<file path="src/dptc_cfg.svh">
// Offsets, field positions, reset values and scaling constants
// Assumes a 24-bit register port addressed by an 8-bit byte index
//
// What this block does
// [RULE1] Supplementary frames add a signed 13-bit trim to the phase
// [RULE2] Correction is offset plus two slope-times-temperature-delta terms
// [RULE3] Both slope coefficients are 17-bit signed values
// [RULE4] Coefficients shift left by precision minus eight; precision resets to 8
// [RULE5] Software keeps the saturate select bit at one; it resets to one
// [RULE6] Thermal-off bit removes both temperature terms
// [RULE7] Offset-off bit removes the frame trim from the correction
// [RULE8] Spare byte in reference register, read-write, reset zero, no effect
// [RULE9] Base frames add their own signed 13-bit trim to the phase
// [RULE10] Emitter temperature reading is an 8-bit signed value
// [RULE11] 8-bit references are subtracted from readings before multiplying
// [RULE12] Upper bits of the supplementary trim register are ignored
`ifndef DPTC_CFG_SVH
`define DPTC_CFG_SVH

// ----------------------------------------
// Register offsets
// ----------------------------------------
`define DPTC_OFS_SUPP 8'hf5
`define DPTC_OFS_CTRL 8'hf6
`define DPTC_OFS_EMIT 8'hf7
`define DPTC_OFS_TREF 8'hf8
`define DPTC_OFS_BASE 8'hf9
`define DPTC_OFS_STAT 8'hfa

// ----------------------------------------
// Reset values
// ----------------------------------------
`define DPTC_RST_SUPP 24'h000000
`define DPTC_RST_CTRL 24'h880000
`define DPTC_RST_EMIT 24'h000000
`define DPTC_RST_TREF 24'h000000
`define DPTC_RST_BASE 24'h080000

// ----------------------------------------
// Field positions
// ----------------------------------------
`define DPTC_TRIM_HI 12
`define DPTC_COEF_HI 16
`define DPTC_PREC_HI 23
`define DPTC_PREC_LO 20
`define DPTC_SAT_BIT 19
`define DPTC_THOFF_BIT 18
`define DPTC_OFSOFF_BIT 17
`define DPTC_SPARE_HI 23
`define DPTC_SPARE_LO 16
`define DPTC_EREF_HI 15
`define DPTC_EREF_LO 8
`define DPTC_DREF_HI 7
`define DPTC_FLIP_BIT 19
`define DPTC_CLIP_BIT 16

// ----------------------------------------
// Scaling
// ----------------------------------------
`define DPTC_PREC_UNITY 4'h8
`define DPTC_COEF_FRAC 8

`endif

</file>
<file path="src/dptc_pkg.sv">
// Shared types of the phase correction datapath
// Assumes dptc_cfg.svh for the numeric constants
package dptc_pkg;
	typedef logic signed [12:0] dptc_trim_t;
	typedef logic signed [16:0] dptc_coef_t;
	typedef logic signed [23:0] dptc_scoef_t;
	typedef logic signed [8:0] dptc_delta_t;
	typedef logic signed [32:0] dptc_term_t;
	typedef logic signed [35:0] dptc_sum_t;
endpackage : dptc_pkg

</file>
<file path="src/dptc_top.sv">
// Phase trim and temperature correction datapath with its registers
// Assumes phase and temperature inputs come from logic on REF_CLK
`timescale 1ns/1ps
`include "dptc_cfg.svh"

module dptc_top #(
	parameter int PW = 12
) (
	input wire logic REF_CLK,
	input wire logic RST,
	input wire logic [7:0] ADDR,
	input wire logic [23:0] WR_DATA,
	input wire logic WR_EN,
	input wire logic RD_EN,
	output logic [23:0] RD_DATA,
	input wire logic [PW-1:0] PHASE_IN,
	input wire logic PHASE_VALID,
	input wire logic SUPP_FRAME,
	input wire logic [7:0] EMITTER_TEMP,
	input wire logic [7:0] DIE_TEMP,
	output logic [PW-1:0] PHASE_OUT,
	output logic PHASE_OUT_VALID
);

	// ----------------------------------------
	// Register file
	// ----------------------------------------
	logic [23:0] supp_reg;
	logic [23:0] ctrl_reg;
	logic [23:0] emit_reg;
	logic [23:0] tref_reg;
	logic [23:0] base_reg;
	logic clip_reg;

	wire wr_supp = WR_EN && ADDR == `DPTC_OFS_SUPP;
	wire wr_ctrl = WR_EN && ADDR == `DPTC_OFS_CTRL;
	wire wr_emit = WR_EN && ADDR == `DPTC_OFS_EMIT;
	wire wr_tref = WR_EN && ADDR == `DPTC_OFS_TREF;
	wire wr_base = WR_EN && ADDR == `DPTC_OFS_BASE;

	// [RULE12] Upper trim bits dropped
	wire [23:0] supp_next = {11'h000, WR_DATA[`DPTC_TRIM_HI:0]};
	wire [23:0] base_next = {4'h0, WR_DATA[`DPTC_FLIP_BIT], 6'h00,
		WR_DATA[`DPTC_TRIM_HI:0]};
	wire [23:0] emit_next = {7'h00, WR_DATA[`DPTC_COEF_HI:0]};

	always_ff @(posedge REF_CLK) begin
		if (RST) begin
			supp_reg <= `DPTC_RST_SUPP;
			ctrl_reg <= `DPTC_RST_CTRL;
			emit_reg <= `DPTC_RST_EMIT;
			tref_reg <= `DPTC_RST_TREF;
			base_reg <= `DPTC_RST_BASE;
		end else begin
			if (wr_supp) supp_reg <= supp_next;
			if (wr_ctrl) ctrl_reg <= WR_DATA;
			if (wr_emit) emit_reg <= emit_next;
			// [RULE8] Spare byte stored
			if (wr_tref) tref_reg <= WR_DATA;
			if (wr_base) base_reg <= base_next;
		end
	end

	wire [23:0] stat_word = {7'h00, clip_reg, EMITTER_TEMP, DIE_TEMP};
	wire [23:0] rd_next =
		ADDR == `DPTC_OFS_SUPP ? supp_reg :
		ADDR == `DPTC_OFS_CTRL ? ctrl_reg :
		ADDR == `DPTC_OFS_EMIT ? emit_reg :
		ADDR == `DPTC_OFS_TREF ? tref_reg :
		ADDR == `DPTC_OFS_BASE ? base_reg :
		ADDR == `DPTC_OFS_STAT ? stat_word : 24'h000000;

	always_ff @(posedge REF_CLK) begin
		if (RST) RD_DATA <= 24'h000000;
		else if (RD_EN) RD_DATA <= rd_next;
		else RD_DATA <= 24'h000000;
	end

	// ----------------------------------------
	// Control fields
	// ----------------------------------------
	wire [3:0] prec = ctrl_reg[`DPTC_PREC_HI:`DPTC_PREC_LO];
	wire sat_sel = ctrl_reg[`DPTC_SAT_BIT];
	wire therm_off = ctrl_reg[`DPTC_THOFF_BIT];
	wire ofs_off = ctrl_reg[`DPTC_OFSOFF_BIT];
	wire [7:0] spare_byte = tref_reg[`DPTC_SPARE_HI:`DPTC_SPARE_LO];
	wire [7:0] wr_spare = WR_DATA[`DPTC_SPARE_HI:`DPTC_SPARE_LO];
	wire [7:0] emit_ref = tref_reg[`DPTC_EREF_HI:`DPTC_EREF_LO];
	wire [7:0] die_ref = tref_reg[`DPTC_DREF_HI:0];
	// [RULE3] Signed slope fields
	wire dptc_pkg::dptc_coef_t die_coef = ctrl_reg[`DPTC_COEF_HI:0];
	wire dptc_pkg::dptc_coef_t emit_coef = emit_reg[`DPTC_COEF_HI:0];
	wire dptc_pkg::dptc_trim_t supp_trim = supp_reg[`DPTC_TRIM_HI:0];
	wire dptc_pkg::dptc_trim_t base_trim = base_reg[`DPTC_TRIM_HI:0];

	// [RULE4] Precision scaling
	function automatic dptc_pkg::dptc_scoef_t scale_coef(
		input dptc_pkg::dptc_coef_t c,
		input logic [3:0] p
	);
		dptc_pkg::dptc_scoef_t ext;
		ext = 24'(c);
		if (p >= `DPTC_PREC_UNITY) return ext <<< (p - `DPTC_PREC_UNITY);
		else return ext >>> (`DPTC_PREC_UNITY - p);
	endfunction : scale_coef

	// ----------------------------------------
	// Stage 1: trims and temperature terms
	// ----------------------------------------
	// [RULE10] Signed temperature readings
	wire signed [7:0] emit_t = EMITTER_TEMP;
	wire signed [7:0] die_t = DIE_TEMP;
	// [RULE11] Reference subtracted first
	wire dptc_pkg::dptc_delta_t emit_dt = 9'(emit_t) - 9'($signed(emit_ref));
	wire dptc_pkg::dptc_delta_t die_dt = 9'(die_t) - 9'($signed(die_ref));

	wire dptc_pkg::dptc_scoef_t emit_sc = scale_coef(emit_coef, prec);
	wire dptc_pkg::dptc_scoef_t die_sc = scale_coef(die_coef, prec);
	wire dptc_pkg::dptc_term_t emit_prod = 33'(emit_sc) * 33'(emit_dt);
	wire dptc_pkg::dptc_term_t die_prod = 33'(die_sc) * 33'(die_dt);
	wire dptc_pkg::dptc_term_t emit_term = emit_prod >>> `DPTC_COEF_FRAC;
	wire dptc_pkg::dptc_term_t die_term = die_prod >>> `DPTC_COEF_FRAC;

	// [RULE1] [RULE9] Trim by frame kind
	wire dptc_pkg::dptc_trim_t trim_sel = SUPP_FRAME ? supp_trim : base_trim;
	// [RULE7] Offset removed when disabled
	wire dptc_pkg::dptc_trim_t trim_next = ofs_off ? 13'sh0000 : trim_sel;
	// [RULE6] Thermal terms removed when disabled
	wire dptc_pkg::dptc_term_t emit_next_t = therm_off ? '0 : emit_term;
	wire dptc_pkg::dptc_term_t die_next_t = therm_off ? '0 : die_term;

	logic [PW-1:0] phase_s1_reg;
	dptc_pkg::dptc_trim_t trim_s1_reg;
	dptc_pkg::dptc_term_t emit_s1_reg;
	dptc_pkg::dptc_term_t die_s1_reg;
	logic valid_s1_reg;

	always_ff @(posedge REF_CLK) begin
		if (RST) begin
			phase_s1_reg <= '0;
			trim_s1_reg <= '0;
			emit_s1_reg <= '0;
			die_s1_reg <= '0;
			valid_s1_reg <= 1'b0;
		end else begin
			valid_s1_reg <= PHASE_VALID;
			if (PHASE_VALID) begin
				phase_s1_reg <= PHASE_IN;
				trim_s1_reg <= trim_next;
				emit_s1_reg <= emit_next_t;
				die_s1_reg <= die_next_t;
			end
		end
	end

	// ----------------------------------------
	// Stage 2: sum and clip
	// ----------------------------------------
	// [RULE2] Phase plus full correction
	wire dptc_pkg::dptc_sum_t sum_wide = 36'($signed({1'b0, phase_s1_reg}))
		+ 36'(trim_s1_reg) + 36'(emit_s1_reg) + 36'(die_s1_reg);
	wire dptc_pkg::dptc_sum_t max_val = 36'((1 << PW) - 1);
	wire under = sum_wide < 0;
	wire over = sum_wide > max_val;
	// [RULE5] Saturate path relies on select high
	wire [PW-1:0] clip_val = under ? '0 : over ? '1 : sum_wide[PW-1:0];
	wire [PW-1:0] out_next = sat_sel ? clip_val : sum_wide[PW-1:0];

	always_ff @(posedge REF_CLK) begin
		if (RST) begin
			PHASE_OUT <= '0;
			PHASE_OUT_VALID <= 1'b0;
			clip_reg <= 1'b0;
		end else begin
			PHASE_OUT_VALID <= valid_s1_reg;
			if (valid_s1_reg) begin
				PHASE_OUT <= out_next;
				clip_reg <= sat_sel && (under || over);
			end
		end
	end

	// ----------------------------------------
	// Assertions: datapath timing
	// ----------------------------------------
	a_out_latency: assert property (@(posedge REF_CLK) // [RULE2]
		disable iff (RST) PHASE_VALID |-> ##2 PHASE_OUT_VALID)
		else $error("Output valid not two cycles after input");

	a_out_quiet: assert property (@(posedge REF_CLK) // [RULE2]
		disable iff (RST) !PHASE_VALID |-> ##2 !PHASE_OUT_VALID)
		else $error("Output valid without an input two cycles before");

	// Between results the output word must not move
	a_out_hold: assert property (@(posedge REF_CLK) // [RULE2]
		disable iff (RST) !valid_s1_reg |=> $stable(PHASE_OUT))
		else $error("Output changed without a result");

	// ----------------------------------------
	// Assertions: frame trims
	// ----------------------------------------
	a_supp_trim: assert property (@(posedge REF_CLK) // [RULE1]
		disable iff (RST) PHASE_VALID && SUPP_FRAME && !ofs_off |=>
		trim_s1_reg == $past(supp_trim))
		else $error("Supplementary trim not applied");

	a_base_trim: assert property (@(posedge REF_CLK) // [RULE9]
		disable iff (RST) PHASE_VALID && !SUPP_FRAME && !ofs_off |=>
		trim_s1_reg == $past(base_trim))
		else $error("Base trim not applied");

	a_offset_off: assert property (@(posedge REF_CLK) // [RULE7]
		disable iff (RST) PHASE_VALID && ofs_off |=> trim_s1_reg == 0)
		else $error("Offset applied while disabled");

	a_trim_hold: assert property (@(posedge REF_CLK) // [RULE1]
		disable iff (RST) !PHASE_VALID |=> $stable(trim_s1_reg))
		else $error("Stage trim changed without an input");

	// ----------------------------------------
	// Assertions: temperature terms
	// ----------------------------------------
	// Products at unity precision, the reference for the scaling checks
	wire dptc_pkg::dptc_term_t emit_unity =
		(33'(emit_coef) * 33'(emit_dt)) >>> `DPTC_COEF_FRAC;
	wire dptc_pkg::dptc_term_t die_unity =
		(33'(die_coef) * 33'(die_dt)) >>> `DPTC_COEF_FRAC;

	a_thermal_off: assert property (@(posedge REF_CLK) // [RULE6]
		disable iff (RST) PHASE_VALID && therm_off |=>
		emit_s1_reg == 0 && die_s1_reg == 0)
		else $error("Thermal terms applied while disabled");

	a_unity_prec: assert property (@(posedge REF_CLK) // [RULE4]
		disable iff (RST)
		PHASE_VALID && !therm_off && prec == `DPTC_PREC_UNITY |=>
		emit_s1_reg == $past(emit_unity))
		else $error("Unity precision changed coefficient");

	a_die_unity: assert property (@(posedge REF_CLK) // [RULE3]
		disable iff (RST)
		PHASE_VALID && !therm_off && prec == `DPTC_PREC_UNITY |=>
		die_s1_reg == $past(die_unity))
		else $error("Die term wrong at unity precision");

	a_prec_up: assert property (@(posedge REF_CLK) // [RULE4]
		disable iff (RST) prec == 4'h9 |-> emit_sc == 24'(emit_coef) * 24'sd2)
		else $error("Precision nine did not double the coefficient");

	a_prec_down: assert property (@(posedge REF_CLK) // [RULE4]
		disable iff (RST) prec == 4'h7 |-> emit_sc == 24'(emit_coef) >>> 1)
		else $error("Precision seven did not halve the coefficient");

	// A negative reading less a positive reference stays negative
	a_delta_sign: assert property (@(posedge REF_CLK) // [RULE10]
		disable iff (RST) EMITTER_TEMP[7] && !emit_ref[7] |->
		emit_dt[8])
		else $error("Emitter reading not signed");

	// A positive reading less a negative reference stays positive
	a_die_delta: assert property (@(posedge REF_CLK) // [RULE11]
		disable iff (RST) !DIE_TEMP[7] && die_ref[7] |->
		!die_dt[8])
		else $error("Die reference not subtracted as signed");

	// ----------------------------------------
	// Assertions: saturation
	// ----------------------------------------
	a_clip_low: assert property (@(posedge REF_CLK) // [RULE5]
		disable iff (RST) valid_s1_reg && sat_sel && under |=> PHASE_OUT == 0)
		else $error("Negative sum not clipped to zero");

	a_clip_high: assert property (@(posedge REF_CLK) // [RULE5]
		disable iff (RST) valid_s1_reg && sat_sel && over |=> &PHASE_OUT)
		else $error("Large sum not clipped to full scale");

	a_clip_flag: assert property (@(posedge REF_CLK) // [RULE5]
		disable iff (RST) valid_s1_reg && !under && !over |=> !clip_reg)
		else $error("Clip status set for an in-range result");

	// ----------------------------------------
	// Assertions: register port
	// ----------------------------------------
	a_spare_byte: assert property (@(posedge REF_CLK) // [RULE8]
		disable iff (RST) wr_tref |=> spare_byte == $past(wr_spare))
		else $error("Spare byte not stored");

	a_spare_read: assert property (@(posedge REF_CLK) // [RULE8]
		disable iff (RST) RD_EN && ADDR == `DPTC_OFS_TREF |=>
		RD_DATA[`DPTC_SPARE_HI:`DPTC_SPARE_LO] == $past(spare_byte))
		else $error("Spare byte not read back");

	a_trim_upper: assert property (@(posedge REF_CLK) // [RULE12]
		disable iff (RST) RD_EN && ADDR == `DPTC_OFS_SUPP |=>
		RD_DATA[23:13] == 11'h000)
		else $error("Trim upper bits not zero");

	// ----------------------------------------
	// Cover points
	// ----------------------------------------
	c_supp_frame: cover property (@(posedge REF_CLK) disable iff (RST)
		PHASE_VALID && SUPP_FRAME ##2 PHASE_OUT_VALID);
	c_clip_high: cover property (@(posedge REF_CLK) disable iff (RST)
		valid_s1_reg && sat_sel && over);
	c_clip_low: cover property (@(posedge REF_CLK) disable iff (RST)
		valid_s1_reg && sat_sel && under);
	c_thermal_on: cover property (@(posedge REF_CLK) disable iff (RST)
		PHASE_VALID && !therm_off && emit_term != 0);
	c_offset_off: cover property (@(posedge REF_CLK) disable iff (RST)
		PHASE_VALID && ofs_off);

endmodule : dptc_top

</file>
<file path="config.mk">
export PLATFORM = sky130hd
export DESIGN_NAME = dptc_top
export DESIGN_NICKNAME = d
export VERILOG_FILES = /design/src/dptc_pkg.sv /design/src/dptc_top.sv
export VERILOG_INCLUDE_DIRS = /design/src /design/src/src
export SDC_FILE = /design/constraint.sdc
export NUM_CORES = 2
export LEC_CHECK = 0
export BUFFER_PORTS_ARGS = -buffer_cell sky130_fd_sc_hd__buf_2
export CAP_MARGIN = 25
export CORE_ASPECT_RATIO = 1.4
export CORE_MARGIN = 2
export CORE_UTILIZATION = 41
export CTS_CLUSTER_SIZE = 12
export DETAILED_ROUTE_END_ITERATION = 16
export PLACE_DENSITY_LB_ADDON = 0.1
export SLEW_MARGIN = 20
export SYNTH_ARGS = -nofsm -noshare
export SYNTH_HDL_FRONTEND = slang
export SYNTH_SLANG_ARGS = --single-unit
</file>
<file path="constraint.sdc">
create_clock -name REF_CLK -period 25.4 [get_ports REF_CLK]
set_input_delay 2.54 -clock REF_CLK [delete_from_list [all_inputs] [get_ports REF_CLK]]
set_output_delay 2.54 -clock REF_CLK [all_outputs]
set_load 0.005 [all_outputs]
</file>
==> results by group <==
Clock network
  – Clk buf depth: 3
  – CTS tree: done
  – Clock sink count: 206
  – Hold_buf cts: 0
  – Clk_lat worst skew: 580 ps
  – H-tree depth: 1
  – Root buffer cell: clkbuf_16
  – Clock Pin Slew Worst Setup and Hold Paths: 60 ps
  – Setup bufs post-CTS: 0
  – Total CTS buffers: 25
  – Post-CTS resize count: 0

Run status
  – Status: finished, final reports clean

Floorplanning
  – Die area: 68700 sq um
  – Die Height: 309 microns
  – I/O pin count: 103
  – Row count: 111
  – Die width: 222 microns
  – Initial Utilization: 0.415
  – Area of the core: 65700 sq um

Critical path
  – Data required time of the critical path: 25850 ps
  – WS Path Type: input port to register
  – Buffers plus inverters on the worst setup path: 7
  – Crit-path leading delay family: adder cells
  – CP endpoint kind: register
  – CP startpoint kind: input port
  – Crit path DAT: 10120 ps
  – CP max FO: 25
  – Most frequent cell on the critical path: fa_1
  – Slowest CP cell: o21ai_0
  – CP max stage delay: 730 ps

Timing
  – Least-Margin Pin Slew: 1140 ps
  – Min Hold Slack: 454 ps
  – FMAX: 0.103 GHz
  – Fin. Hold Viols: 0
  – Crit path time final: 9680 ps
  – Period Utilization, post-route: 0.381
  – Skew final: 32.3 ps
  – # setup viols final: 0
  – RSZ-0062 raised after global routing: no
  – Final Slew Violations: 0
  – Worst rel slew slack: 0.242
  – Final setup TNS: 0 ps

Power and ir drop
  – Clock Power Share: 0.409
  – Peak supply drop: 0.0510 mV
  – Comb pwr share: 0.221
  – Sequential share of power: 0.370
  – PwrDens: 31.1 nW/um^2
  – Leak Pwr: 14.1 nW
  – Pwr Total: 0.919 mW
  – NetSw: 0.298 mW
  – Internal Pwr Total: 0.622 mW
  – Net Sw Frac: 0.324

Global route
  – Met3 Use GR: 0.0256
  – Initial antenna violation count: 1
  – First-pass GRT wire length: 145 mm
  – Total track usage: 0.271
  – Remaining Overflow, GRT: 0
  – Met1 Usage GRT: 0.322
  – Most Used Layer, Global Route: met2
  – Largest net degree at the start of global routing: 81
  – GR Util met2: 0.501
  – Vias in the first global route: 25400

Cells and area
  – Filler cells: 6650
  – Final std cells w/o fill: 4155
  – Design Area, Final: 29600 sq um
  – Ant. Diodes: 0
  – Area Overhead vs Synth: 8.41%
  – Share of cells above drive strength 1: 0.0992
  – Nets@finish: 3927

Detailed routing
  – Number of nets with antenna violations after routing: 0
  – Drt first-iter violations: 1290
  – Post-Route WL: 91.4 mm
  – DRC: 0
  – WL/cell: 22.0 microns
  – DR pass1 iterations: 8
  – Vias per std cell: 5.63
  – Via count: 23400

Logic synthesis
  – Post-Syn Nets: 3922
  – Largest cells by area after synthesis: fa_1 (28%), dfxtp_1 (15%), ha_1 (8.4%)
  – Cells after synthesis: 3285
  – Leading area contributor after synthesis: fa_1
  – Area of the mapped netlist: 27300 sq um
  – Post-synth top flop: dfxtp_1
  – Fraction of registers with async set/reset: 0
  – Syn avg cell area: 8.31 sq um
  – Seq/Total Area, Yosys: 0.151
  – Synth unique cells: 80
  – Count of flip-flops with a built-in enable after synthesis: 0
  – Top cell type's share of synthesized area: 0.284
  – Seq cells post-synth: 206
  – Synth warnings: 0

Placed design
  – Input/output buffers: 102
  – Dpl cell area: 28700 sq um
  – Placed Cells: 4107
  – DP HPWL: 72.7 mm
  – Final GP Congestion: 0.886

Worst hold path
  – Worst Hold Class: register to register

Flow run
  – Max-cap violations: 0
routing by layer:
| layer | vias to the layer above | wire length, microns |
|---|---|---|
| li1 | 10700 | - |
| met1 | 11800 | 36100 |
| met2 | 692 | 47200 |
| met3 | 189 | 4000 |
| met4 | 0 | 4120 |
| met5 | - | 0 |
cell usage after synthesis, types with 35 or more instances:
cell type	count
fa_1	387
or2_2	60
o21ai_0	109
nor2_1	417
xnor2_1	53
inv_1	375
dfxtp_1	206
nand2_1	422
ha_1	184
mux2_2	35
a21oi_1	253
nor2b_1	45
a21o_1	54
nand2b_1	45
mux2i_1	84
clkbuf_1	144
final timing paths:
path                    from              end  slack, ps  depth (start not counted)
max          EMITTER_TEMP[0]  emit_s1_reg[15]      15720                         31
min             tref_reg[22]     tref_reg[22]        450                          2
max reg2reg     ctrl_reg[20]  emit_s1_reg[15]      16330                         30
min reg2reg     tref_reg[22]     tref_reg[22]        450                          2
tightest hold or removal path: cells and delay by family (launching register included):
family,cells,cell delay (ps)
and+or+nand+nor,1,50
DFF,1,310
AOI/OAI and AO/OA,1,50
cell type report:
type,instances,area (sq um),area share
tap,847,1060,0.0358
inverter,378,1420,0.0480
timing repair buffer,149,912,0.0308
sequential,206,4130,0.140
multi-input combinational,2530,21200,0.717
clock buffer,37,751,0.0254
clock inverter,8,96.3,0.00326
power groups by stage:
stage / registers [mW] / clock network [mW] / logic (mW)
finish: 0.340 / 0.376 / 0.203
floorplan: 0.343 / 0 / 0.132
global route: 0.341 / 0.395 / 0.224
global placement: 0.347 / 0 / 0.200
detailed placement: 0.347 / 0 / 0.201
CTS: 0.340 / 0.384 / 0.204
layout by cell type, fill, tap and decap left out, types with 28 or more instances in the layout:
master and n:
nor2_1 416, buf_2 101, xnor2_1 46, nor2b_1 45, nor3_1 32, mux2_2 35, o21ai_0 109, a21o_1 54
or2_2 60, nand2_1 422, a21oi_1 253, ha_1 183, xor2_1 28, nand2b_1 45, fa_1 387, buf_4 43
mux2i_1 82, dfxtp_1 202, inv_1 375
per-stage QoR:
stage	setup WS, ps	util
CTS	15780	0.449
detailed placement	15220	0.436
finish	15720	0.450
global placement	14990	0.436
global route	15300	0.450
floorplan	16440	-
logic make-up (layout without fill, tap and decap cells):
kind of cell / after synthesis / in the layout / share of synthesized area
and+or+nand+nor: 1107 / 1107 / 0.176
AOI/OAI and AO/OA: 637 / 637 / 0.148
adders and majority gates: 571 / 571 / 0.368
buffers and inverters: 549 / 572 / 0.0758
DFF: 206 / 206 / 0.151
muxes: 128 / 128 / 0.0527
xor gates and xnor gates: 87 / 87 / 0.0286
(Power assumes the default switching activity.)
